<file path="config.mk">
export PLATFORM = sky130hd
export DESIGN_NAME = scan_port_flash_programmer
export DESIGN_NICKNAME = d
export VERILOG_FILES = /design/src/scan_prog_pkg.sv /design/src/scan_port_flash_programmer.sv
export SDC_FILE = /design/constraint.sdc
export NUM_CORES = 1
export LEC_CHECK = 0
export ABC_AREA = 1
export BUFFER_PORTS_ARGS = -buffer_cell sky130_fd_sc_hd__buf_2
export CAP_MARGIN = 30
export CORE_MARGIN = 3
export CORE_UTILIZATION = 50
export CTS_BUF_LIST = sky130_fd_sc_hd__clkbuf_2
export CTS_CLUSTER_DIAMETER = 80
export DETAILED_ROUTE_END_ITERATION = 10
export GPL_ROUTABILITY_DRIVEN = 1
export GPL_TIMING_DRIVEN = 0
export PLACE_DENSITY_LB_ADDON = 0.05
export SLEW_MARGIN = 0
export SYNTH_ARGS = -nofsm -noshare
export SYNTH_HDL_FRONTEND = slang
export SYNTH_SLANG_ARGS = --single-unit
export TNS_END_PERCENT = 1
</file>
<file path="constraint.sdc">
create_clock -name clk -period 2.2 [get_ports clk]
set_clock_uncertainty 0.2 [all_clocks]
set_input_delay 0.44 -clock clk [delete_from_list [all_inputs] [get_ports clk]]
set_output_delay 0.44 -clock clk [all_outputs]
set_load 0.01 [all_outputs]
</file>
<file path="src/scan_prog_pkg.sv">
// constants and types for the scan-port flash programmer
//
// Overview of operation
// - fuse write: 0 programs, 1 unprograms
// - lock write: 0 programs, 1 keeps bit
// - hold clock, brownout, boot, keep, port, debug fuses
// - page-load chain is 1024 bits long
// - 8-bit shifter moves each byte to buffer
// - page-read chain is 1032 bits long
// - first eight read bits are filler
// - read chain outputs word 0 LSB first
// - only the 16-bit key enables programming
// - completion flag reports erase done
// - page write then poll completion flag
// - low six address bits index page words
package scan_prog_pkg;

  // ****************************************************************
  // scan instructions and chain lengths
  // ****************************************************************
  localparam logic [3:0] IR_CORE_HOLD = 4'hc;
  localparam logic [3:0] IR_UNLOCK = 4'h4;
  localparam logic [3:0] IR_CMD = 4'h5;
  localparam logic [3:0] IR_PAGE_FILL = 4'h6;
  localparam logic [3:0] IR_PAGE_DUMP = 4'h7;
  localparam logic [3:0] IR_BYPASS = 4'hf;
  localparam logic [3:0] IR_CAPTURE = 4'h1;
  localparam logic [15:0] UNLOCK_KEY = 16'ha370;
  localparam logic [10:0] PAGE_BITS = 11'h400;
  localparam logic [6:0] PAGE_LAST_BYTE = 7'h7f;

  // ****************************************************************
  // command codes and mode bytes
  // ****************************************************************
  localparam logic [6:0] CMD_MODE = 7'h23;
  localparam logic [6:0] CMD_ADDR_HI = 7'h07;
  localparam logic [6:0] CMD_ADDR_LO = 7'h03;
  localparam logic [6:0] CMD_DATA_LO = 7'h13;
  localparam logic [6:0] CMD_DATA_HI = 7'h17;
  localparam logic [6:0] CMD_LATCH = 7'h77;
  localparam logic [6:0] CMD_STROBE_A = 7'h31;
  localparam logic [6:0] CMD_STROBE_B = 7'h35;
  localparam logic [6:0] CMD_RD_A = 7'h32;
  localparam logic [6:0] CMD_RD_B = 7'h36;
  localparam logic [6:0] CMD_RD_FUSE_HI = 7'h3e;
  localparam logic [7:0] MODE_NOP = 8'h00;
  localparam logic [7:0] MODE_ERASE = 8'h80;
  localparam logic [7:0] MODE_FLASH_WR = 8'h10;
  localparam logic [7:0] MODE_FLASH_RD = 8'h02;
  localparam logic [7:0] MODE_FUSE_WR = 8'h40;
  localparam logic [7:0] MODE_LOCK_WR = 8'h20;
  localparam logic [7:0] MODE_FUSE_RD = 8'h04;
  localparam int DONE_BIT = 9;

  // ****************************************************************
  // timing
  // ****************************************************************
  localparam int CLK_PERIOD_NS = 100;
  localparam int ERASE_WAIT_TIME_NS = 2000000;
  localparam int PAGE_WRITE_WAIT_TIME_NS = 1000000;
  localparam int ERASE_CYCLES =
    (ERASE_WAIT_TIME_NS + CLK_PERIOD_NS - 1) / CLK_PERIOD_NS;
  localparam int PAGE_WRITE_CYCLES =
    (PAGE_WRITE_WAIT_TIME_NS + CLK_PERIOD_NS - 1) / CLK_PERIOD_NS;

  // ****************************************************************
  // register map and reset values
  // ****************************************************************
  localparam logic [7:0] ADDR_CTRL = 8'h00;
  localparam logic [7:0] ADDR_STATUS = 8'h04;
  localparam logic [7:0] ADDR_CONFIG = 8'h08;
  localparam logic [7:0] ADDR_CMDSTATE = 8'h0c;
  localparam logic [7:0] FUSE_LO_RST = 8'hff;
  localparam logic [7:0] FUSE_HI_RST = 8'hff;
  localparam logic [7:0] LOCK_RST = 8'hff;

  typedef enum logic [3:0] {
    TAP_RESET = 4'h0, TAP_IDLE = 4'h1, TAP_SEL_DR = 4'h2,
    TAP_CAP_DR = 4'h3, TAP_SH_DR = 4'h4, TAP_EX1_DR = 4'h5,
    TAP_PAU_DR = 4'h6, TAP_EX2_DR = 4'h7, TAP_UPD_DR = 4'h8,
    TAP_SEL_IR = 4'h9, TAP_CAP_IR = 4'ha, TAP_SH_IR = 4'hb,
    TAP_EX1_IR = 4'hc, TAP_PAU_IR = 4'hd, TAP_EX2_IR = 4'he,
    TAP_UPD_IR = 4'hf
  } tap_t;

  typedef struct packed {
    logic brownout_level_fuse;
    logic brownout_enable_fuse;
    logic [1:0] spareLo;
    logic clock_select_fuse3;
    logic clock_select_fuse2;
    logic clock_select_fuse1;
    logic clock_select_fuse0;
  } fuse_lo_t;

  typedef struct packed {
    logic debug_enable_fuse;
    logic scan_port_enable_fuse;
    logic [1:0] spareHi;
    logic eeprom_keep_fuse;
    logic boot_size_fuse1;
    logic boot_size_fuse0;
    logic boot_vector_fuse;
  } fuse_hi_t;

  typedef struct packed {
    logic [1:0] spareLock;
    logic bootLock12;
    logic bootLock11;
    logic bootLock02;
    logic bootLock01;
    logic memLock2;
    logic memLock1;
  } lock_t;

  typedef struct packed {
    fuse_lo_t fuseLo;
    fuse_hi_t fuseHi;
    lock_t lock;
  } config_t;

  typedef struct packed {
    logic write;
    logic [5:0] wordIdx;
    logic [15:0] data;
    logic [1:0] byteEn;
  } buf_wr_t;

  typedef struct packed {
    logic req;
    logic [14:0] addr;
  } flash_rd_t;

endpackage : scan_prog_pkg

</file>
<file path="src/scan_port_flash_programmer.sv">
// scan-port flash programmer: test port, command decode, apb registers
//
// Local design decisions: the APB interface to the registers and the placing of the registers.
`timescale 1ns/1ns
module scan_port_flash_programmer import scan_prog_pkg::*; #(
  parameter int ERASE_CNT = ERASE_CYCLES,
  parameter int PAGE_WRITE_CNT = PAGE_WRITE_CYCLES
) (
  input wire logic clk,
  input wire logic rst,
  input wire logic tck,
  input wire logic tms,
  input wire logic tdi,
  output logic tdo,
  output logic tdoOeN,
  input wire logic psel,
  input wire logic penable,
  input wire logic pwrite,
  input wire logic [31:0] paddr,
  input wire logic [31:0] pwdata,
  output logic [31:0] prdata,
  output logic pready,
  output logic pslverr,
  output logic coreHold,
  output logic progEnabled,
  output config_t configBits,
  output buf_wr_t bufWrite,
  output flash_rd_t flashRead,
  input wire logic [7:0] flashRdData,
  output logic eraseStrobe,
  output logic pageWrite,
  output logic [7:0] pageAddr
);

  // ****************************************************************
  // state
  // ****************************************************************
  typedef struct packed {
    logic tckS1;
    logic tckS2;
    logic tckPrev;
    logic tmsS1;
    logic tmsS2;
    logic tdiS1;
    logic tdiS2;
    tap_t tap;
    logic [3:0] ir;
    logic [3:0] irSh;
    logic [15:0] dr;
    logic [10:0] bitCnt;
    logic coreHold;
    logic progEn;
    logic [7:0] mode;
    logic [15:0] addr;
    logic [7:0] dataLo;
    logic [7:0] dataHi;
    logic [7:0] readByte;
    logic [7:0] fetched;
    logic rdPend;
    logic rdToCmd;
    config_t cfg;
    logic [14:0] busyCnt;
    logic tdo;
    logic tdoOeN;
    logic linkEnable;
    logic [31:0] prdata;
    logic pready;
    logic pslverr;
    buf_wr_t bufW;
    flash_rd_t rd;
    logic eraseStrobe;
    logic pageWrite;
    logic [7:0] pageAddr;
  } state_t;

  state_t s_reg;
  state_t s_next;

  // ****************************************************************
  // helpers
  // ****************************************************************
  function automatic tap_t tapStep(tap_t t, logic m);
    unique case (t)
      TAP_RESET: tapStep = m ? TAP_RESET : TAP_IDLE;
      TAP_IDLE: tapStep = m ? TAP_SEL_DR : TAP_IDLE;
      TAP_SEL_DR: tapStep = m ? TAP_SEL_IR : TAP_CAP_DR;
      TAP_CAP_DR: tapStep = m ? TAP_EX1_DR : TAP_SH_DR;
      TAP_SH_DR: tapStep = m ? TAP_EX1_DR : TAP_SH_DR;
      TAP_EX1_DR: tapStep = m ? TAP_UPD_DR : TAP_PAU_DR;
      TAP_PAU_DR: tapStep = m ? TAP_EX2_DR : TAP_PAU_DR;
      TAP_EX2_DR: tapStep = m ? TAP_UPD_DR : TAP_SH_DR;
      TAP_UPD_DR: tapStep = m ? TAP_SEL_DR : TAP_IDLE;
      TAP_SEL_IR: tapStep = m ? TAP_RESET : TAP_CAP_IR;
      TAP_CAP_IR: tapStep = m ? TAP_EX1_IR : TAP_SH_IR;
      TAP_SH_IR: tapStep = m ? TAP_EX1_IR : TAP_SH_IR;
      TAP_EX1_IR: tapStep = m ? TAP_UPD_IR : TAP_PAU_IR;
      TAP_PAU_IR: tapStep = m ? TAP_EX2_IR : TAP_PAU_IR;
      TAP_EX2_IR: tapStep = m ? TAP_UPD_IR : TAP_SH_IR;
      TAP_UPD_IR: tapStep = m ? TAP_SEL_DR : TAP_IDLE;
    endcase
  endfunction : tapStep

  // top bit index of the selected chain, one less than its length; the new bit enters there
  function automatic logic [3:0] chainTop(logic [3:0] i);
    unique case (i)
      IR_UNLOCK: chainTop = 4'hf;
      IR_CMD: chainTop = 4'he;
      IR_PAGE_FILL: chainTop = 4'h7;
      IR_PAGE_DUMP: chainTop = 4'h7;
      default: chainTop = 4'h0;
    endcase
  endfunction : chainTop

  logic rise;
  logic fall;
  logic busy;
  logic [6:0] cmdCode;
  logic [7:0] cmdData;
  logic [6:0] byteIdx;
  logic [7:0] apbAddr;

  assign rise = s_reg.tckS2 & ~s_reg.tckPrev;
  assign fall = ~s_reg.tckS2 & s_reg.tckPrev;
  assign busy = s_reg.busyCnt != 15'h0;
  assign cmdCode = s_reg.dr[14:8];
  assign cmdData = s_reg.dr[7:0];
  assign byteIdx = s_reg.bitCnt[9:3];
  assign apbAddr = paddr[7:0];

  // ****************************************************************
  // next state
  // ****************************************************************
  always_comb begin
    s_next = s_reg;
    s_next.tckS1 = tck;
    s_next.tckS2 = s_reg.tckS1;
    s_next.tckPrev = s_reg.tckS2;
    s_next.tmsS1 = tms;
    s_next.tmsS2 = s_reg.tmsS1;
    s_next.tdiS1 = tdi;
    s_next.tdiS2 = s_reg.tdiS1;
    s_next.bufW.write = 1'b0;
    s_next.rd.req = 1'b0;
    s_next.eraseStrobe = 1'b0;
    s_next.pageWrite = 1'b0;
    if (busy) begin
      s_next.busyCnt = s_reg.busyCnt - 15'h1;
    end

    // flash read data arrives one cycle after the request
    s_next.rdPend = s_reg.rd.req;
    if (s_reg.rdPend) begin
      if (s_reg.rdToCmd) begin
        s_next.readByte = flashRdData;
      end else begin
        s_next.fetched = flashRdData;
      end
    end

    if (!s_reg.linkEnable) begin
      s_next.tap = TAP_RESET;
      s_next.ir = IR_BYPASS;
      s_next.tdoOeN = 1'b1;
    end else if (rise) begin
      s_next.tap = tapStep(s_reg.tap, s_reg.tmsS2);
      unique case (s_reg.tap)
        TAP_RESET: begin
          s_next.ir = IR_BYPASS;
        end
        TAP_CAP_IR: begin
          s_next.irSh = IR_CAPTURE;
        end
        TAP_SH_IR: begin
          s_next.irSh = {s_reg.tdiS2, s_reg.irSh[3:1]};
        end
        TAP_UPD_IR: begin
          s_next.ir = s_reg.irSh;
        end
        TAP_CAP_DR: begin
          s_next.bitCnt = 11'h0;
          s_next.dr = 16'h0;
          unique case (s_reg.ir)
            IR_CORE_HOLD: s_next.dr[0] = s_reg.coreHold;
            IR_CMD: begin
              s_next.dr[DONE_BIT] = ~busy;
              s_next.dr[7:0] = s_reg.readByte;
            end
            IR_PAGE_DUMP: begin
              // prefetch byte 0 while the filler bits go out
              s_next.rd.req = s_reg.progEn;
              s_next.rd.addr = {s_reg.addr[13:6], 7'h0};
              s_next.rdToCmd = 1'b0;
            end
            default: ;
          endcase
        end
        TAP_SH_DR: begin
          s_next.dr = s_reg.dr >> 1;
          s_next.dr[chainTop(s_reg.ir)] = s_reg.tdiS2;
          if (s_reg.bitCnt != 11'h7ff) begin
            s_next.bitCnt = s_reg.bitCnt + 11'h1;
          end
          if (s_reg.ir == IR_PAGE_FILL && s_reg.progEn &&
              s_reg.bitCnt < PAGE_BITS && s_reg.bitCnt[2:0] == 3'h7) begin
            s_next.bufW.write = 1'b1;
            s_next.bufW.wordIdx = s_reg.bitCnt[9:4];
            s_next.bufW.byteEn = {s_reg.bitCnt[3], ~s_reg.bitCnt[3]};
            s_next.bufW.data = {s_reg.tdiS2, s_reg.dr[7:1],
                                s_reg.tdiS2, s_reg.dr[7:1]};
          end
          if (s_reg.ir == IR_PAGE_DUMP && s_reg.progEn &&
              s_reg.bitCnt < PAGE_BITS && s_reg.bitCnt[2:0] == 3'h7) begin
            s_next.dr[7:0] = s_reg.fetched;
            if (byteIdx != PAGE_LAST_BYTE) begin
              s_next.rd.req = 1'b1;
              s_next.rd.addr = {s_reg.addr[13:6], byteIdx + 7'h1};
              s_next.rdToCmd = 1'b0;
            end
          end
        end
        TAP_UPD_DR: begin
          unique case (s_reg.ir)
            IR_CORE_HOLD: s_next.coreHold = s_reg.dr[0];
            IR_UNLOCK: begin
              s_next.progEn = s_reg.dr == UNLOCK_KEY;
              if (s_reg.dr != UNLOCK_KEY) begin
                s_next.mode = MODE_NOP;
              end
            end
            IR_CMD: begin
              if (s_reg.progEn) begin
                unique case (cmdCode)
                  CMD_MODE: s_next.mode = cmdData;
                  CMD_ADDR_HI: s_next.addr[15:8] = cmdData;
                  CMD_ADDR_LO: s_next.addr[7:0] = cmdData;
                  CMD_DATA_LO: s_next.dataLo = cmdData;
                  CMD_DATA_HI: s_next.dataHi = cmdData;
                  CMD_LATCH: begin
                    if (s_reg.mode == MODE_FLASH_WR) begin
                      s_next.bufW.write = 1'b1;
                      s_next.bufW.wordIdx = s_reg.addr[5:0];
                      s_next.bufW.byteEn = 2'h3;
                      s_next.bufW.data = {s_reg.dataHi, s_reg.dataLo};
                    end
                  end
                  CMD_STROBE_A: begin
                    if (s_reg.mode == MODE_ERASE && !busy) begin
                      s_next.eraseStrobe = 1'b1;
                      s_next.busyCnt = 15'(ERASE_CNT);
                      s_next.cfg.lock = lock_t'(LOCK_RST);
                    end else if (s_reg.mode == MODE_FUSE_WR) begin
                      s_next.cfg.fuseLo = fuse_lo_t'(s_reg.dataLo);
                    end else if (s_reg.mode == MODE_LOCK_WR) begin
                      s_next.cfg.lock =
                        s_reg.cfg.lock & lock_t'(s_reg.dataLo);
                    end
                  end
                  CMD_STROBE_B: begin
                    if (s_reg.mode == MODE_FLASH_WR && !busy) begin
                      s_next.pageWrite = 1'b1;
                      s_next.pageAddr = s_reg.addr[13:6];
                      s_next.busyCnt = 15'(PAGE_WRITE_CNT);
                    end else if (s_reg.mode == MODE_FUSE_WR) begin
                      s_next.cfg.fuseHi = fuse_hi_t'(s_reg.dataLo);
                    end
                  end
                  CMD_RD_A: begin
                    if (s_reg.mode == MODE_FLASH_RD) begin
                      s_next.rd.req = 1'b1;
                      s_next.rd.addr = {s_reg.addr[13:0], 1'b0};
                      s_next.rdToCmd = 1'b1;
                    end else if (s_reg.mode == MODE_FUSE_RD) begin
                      s_next.readByte = s_reg.cfg.fuseLo;
                    end
                  end
                  CMD_RD_B: begin
                    if (s_reg.mode == MODE_FLASH_RD) begin
                      s_next.rd.req = 1'b1;
                      s_next.rd.addr = {s_reg.addr[13:0], 1'b1};
                      s_next.rdToCmd = 1'b1;
                    end else if (s_reg.mode == MODE_FUSE_RD) begin
                      s_next.readByte = s_reg.cfg.lock;
                    end
                  end
                  CMD_RD_FUSE_HI: begin
                    if (s_reg.mode == MODE_FUSE_RD) begin
                      s_next.readByte = s_reg.cfg.fuseHi;
                    end
                  end
                  default: ;
                endcase
              end
            end
            default: ;
          endcase
        end
        default: ;
      endcase
    end else if (fall) begin
      // data out changes on the falling test clock edge
      s_next.tdoOeN = 1'b1;
      if (s_reg.tap == TAP_SH_IR) begin
        s_next.tdo = s_reg.irSh[0];
        s_next.tdoOeN = 1'b0;
      end else if (s_reg.tap == TAP_SH_DR) begin
        s_next.tdo = s_reg.dr[0];
        s_next.tdoOeN = 1'b0;
      end
    end

    // apb: one wait state, write takes effect with pready high
    s_next.pready = psel & penable & ~s_reg.pready;
    if (psel && penable && !s_reg.pready) begin
      s_next.pslverr = 1'b0;
      s_next.prdata = 32'h0;
      unique case (apbAddr)
        ADDR_CTRL: s_next.prdata[0] = s_reg.linkEnable;
        ADDR_STATUS: s_next.prdata[2:0] = {busy, s_reg.coreHold,
                                           s_reg.progEn};
        ADDR_CONFIG: s_next.prdata[23:0] = s_reg.cfg;
        ADDR_CMDSTATE: s_next.prdata[31:0] = {s_reg.mode, s_reg.readByte,
                                              s_reg.addr};
        default: s_next.pslverr = 1'b1;
      endcase
      if (paddr[31:8] != 24'h0) begin
        s_next.pslverr = 1'b1;
        s_next.prdata = 32'h0;
      end
    end
    if (psel && penable && s_reg.pready && pwrite &&
        !s_reg.pslverr && apbAddr == ADDR_CTRL) begin
      s_next.linkEnable = pwdata[0];
    end
  end

  // ****************************************************************
  // registers
  // ****************************************************************
  always_ff @(posedge clk) begin
    if (rst) begin
      s_reg <= '0;
      s_reg.tap <= TAP_RESET;
      s_reg.ir <= IR_BYPASS;
      s_reg.tdoOeN <= 1'b1;
      s_reg.linkEnable <= 1'b1;
      s_reg.cfg.fuseLo <= fuse_lo_t'(FUSE_LO_RST);
      s_reg.cfg.fuseHi <= fuse_hi_t'(FUSE_HI_RST);
      s_reg.cfg.lock <= lock_t'(LOCK_RST);
    end else begin
      s_reg <= s_next;
    end
  end

  assign tdo = s_reg.tdo;
  assign tdoOeN = s_reg.tdoOeN;
  assign prdata = s_reg.prdata;
  assign pready = s_reg.pready;
  assign pslverr = s_reg.pslverr;
  assign coreHold = s_reg.coreHold;
  assign progEnabled = s_reg.progEn;
  assign configBits = s_reg.cfg;
  assign bufWrite = s_reg.bufW;
  assign flashRead = s_reg.rd;
  assign eraseStrobe = s_reg.eraseStrobe;
  assign pageWrite = s_reg.pageWrite;
  assign pageAddr = s_reg.pageAddr;

endmodule : scan_port_flash_programmer

</file>
==> metrics list <==
- Largest register FFs: 94
- In this run the vertical extent of the chip is 161 µm.
* Most frequent cells in the layout: 409 x nand2_1, 194 x dfxtp_1, 193 x nor2_1, 173 x buf_2, 169 x a21oi_1
- Die Footprint: 25900 µm²
- Clk Latency, worst-skew pair: 0.90 ns
* Clock transition at the registers of the reported paths: 0.10 ns
* Yosys warns: 0
- Total Routed Length: 38.4 mm
- Outcome: finished, final reports clean
- By startpoint and endpoint, the worst setup path is classified as flip-flop to output pin.
* Routed vias: 12500
- Across the VDD grid, the largest voltage drop is 653 µV.
* H-tree levels: 2
- In this run the critical register-to-register path is captured at s_reg[183].
- Mapped Cells: 1765
- The first routing iteration left 1031 violations.
* PnR worst setup slack: 0.0351 ns
* Ys async rst share: 0%
* Tightest Pin Transition: 0.832 ns
- Total clock buffers created by CTS: 59
- The pre-antenna-repair detailed-routing pass consisted of 5 iterations.
- For the worst setup path, the data arrival time is 1.52 ns.
- Dominant register cell in the synthesized netlist: dfxtp_1
* Crit path to: configBits[9]
* Syn Nets: 1850
- Fmax achieved: 462 MHz
- Root buffer cell: clkbuf_2
* Site row count: 56
- RSZ-0062 raised after global routing: true
- The startpoint identified for the worst register-to-register timing path is cmdData[4].
* Capturing element type of the critical path: output pin
- Overall routing resource usage: 28.8%
* Proportion of synthesized chip area in sequential cells: 38.9%
* Critical path peak fanout: 4
- Remaining global-route overflow: 0
- Once layout is complete, the cells apart from fillers number 2378.
- Cell area after synthesis: 12000 µm²
- At the end of routability-driven placement, the weighted congestion stood at 0.948.
* Reg2Reg Setup Slack: 0.05 ns
- Antenna violations before repair: 1
- Dividing the final minimum period by the clock period gives 98.4%.
* Starting utilization of the core area: 51.0%
- After detailed placement, the total cell area comes to 13200 µm².
* Largest net degree at the start of global routing: 16
- The tightest hold path in the finished design has a slack of 0.0781 ns.
* Power Density: 575 nW/µm²
- The floorplan step set the die width to 161 µm.
* Placement-stage worst setup slack: -0.425 ns
- Minimum clock period: 2.16 ns
- Worst Path Required: 1.56 ns
- The core region is 23500 µm².
- Setup TNS Final: 0 ns
* CTS tree: built
- Antenna-violating nets left: 0
* Maxcap violations: 0
- Post-synth EDFFs: 0
* Final-report max-slew violation count: 0
- Fraction of final layout cells sized beyond drive strength 1: 25.3%
* Clock sink count: 233
* Global-route wire length before repair: 60.4 mm
- After routing the design area is 14400 µm².
- Max-slew headroom at the worst pin: 44.6%
* Number of failing hold endpoints at the final stage: 0
- After detailed routing, the number of remaining DRC violations is 0.
* Kind of launch point of the worst setup path: flip-flop
- Area Growth Syn to Fin: 20.0%
* Routed WL per cell: 16.2 µm
- After detailed placement, the design holds a cell count of 2245.
* DR vias/cell: 5.28
* Number of library cell types mapped by synthesis: 47
- Measured in cells, the most critical reg-to-reg path has a length of 9.
- In this run the deepest clock path goes through 3 buffers.
* Launching instance or port of the critical path: configBits[9]
- Number of top-level design ports: 193
- For this run, the post-layout net count is 2113.
* Tightest Hold Check Type: input pin to flip-flop
* Total power: 8.28 mW
- Mapped Avg Cell Area: 6.80 µm²
- Synthesis inferred 233 register bits.
- Leaving out fill and tap cells, the most frequent cell in the layout is nand2_1.
- Detailed placer's ending HPWL: 28.9 mm
- In this run the static leakage power is 6.38 nW.
- Via count of the first global-routing pass: 11900
- At the end of the flow the core is filled with cells to 61.1%.
* Total setup violations reported at the end of the flow: 0
- Port bufs: 161
## layer usage
layer | GRT usage [%] | share of wire [%]
met5 | 0 | 0
met4 | 12.9 | 4.0
met3 | 5.11 | 8.0
met2 | 46.2 | 45
met1 | 38.2 | 43
## worst min-delay path by stage
stage / start / end / slack (ns) / depth (start not counted)
4_1_cts: paddr[6] / prdata[2] / 0.02 / 10
3_3_place_gp: s_next[231] / s_next[230] / 0.19 / 2
3_5_place_dp: s_next[226] / s_reg[226] / 0.20 / 2
5_1_grt: tms / s_next[228] / 0.11 / 4
6_report: paddr[6] / prdata[2] / 0.08 / 10
2_1_floorplan: s_next[231] / s_next[230] / 0.19 / 2
## synth_stat cells (2+ instances only)
cell type | count | area share (%)
a21oi_2 | 2 | 0.15
xor2_1 | 11 | 0.80
o22ai_1 | 5 | 0.26
a31oi_1 | 3 | 0.16
nor2_2 | 8 | 0.42
nand4_1 | 22 | 1.1
buf_2 | 14 | 0.58
inv_1 | 146 | 4.6
buf_4 | 109 | 6.8
clkbuf_2 | 2 | 0.083
nor2_1 | 212 | 6.6
a21oi_1 | 170 | 7.1
dfxtp_1 | 233 | 39
nor4_1 | 2 | 0.10
xnor2_1 | 6 | 0.44
ha_1 | 5 | 0.52
nand2_1 | 414 | 13
o21ai_0 | 116 | 4.8
o211ai_1 | 19 | 1.2
and2_1 | 2 | 0.10
clkbuf_1 | 41 | 1.3
nand3_1 | 152 | 6.3
buf_6 | 7 | 0.66
nand2_2 | 10 | 0.52
nor2_4 | 8 | 0.75
nor3_1 | 14 | 0.58
nand3_2 | 3 | 0.25
inv_2 | 9 | 0.28
and3_1 | 2 | 0.10
## logic make-up (layout without fill, tap and decap cells)
logic type	count (synthesis)	count (layout)	share of synthesized area (%)
simple gates	855	855	30.7
buf+inv	332	625	14.4
compound gates	323	323	14.2
flops	233	233	38.9
xor+xnor	17	17	1.24
fa+ha+maj	5	5	0.521
other cells	0	1	0
## final cells by class
type | instances | area, µm²
Clock buffer | 83 | 415
Tap cell | 319 | 399
Multi-Input combinational cell | 1200 | 5860
Sequential cell | 233 | 4720
Buffer | 174 | 1140
Inverter | 158 | 611
Antenna cell | 1 | 2.50
Clock inverter | 8 | 35.0
Timing Repair Buffer | 202 | 1200
Fill cell | 2333 | 9150
## critical path, cell delays in order, from the launching register on
cell and delay, ns:
dfxtp_2 0.40, buf_4 0.12, buf_2 0.11
## timing repair
item | in CTS | in global routing
cloned | 0 | 0
gates resized for setup | 57 | 66
setup endpoints to repair | 99 | 181
hold buffers | 35 | 0
buffers inserted | 0 | 6
pin swaps | 3 | 6
hold endpoints to repair | 36 | 0
## report_power, final
part	switching [mW]	internal, mW	total, mW
sequential	0.0974	4.32	4.42
clock	1.72	0.988	2.70
combinational	0.729	0.425	1.15
total	2.54	5.73	8.28
Power figures use the tool's default switching activity.
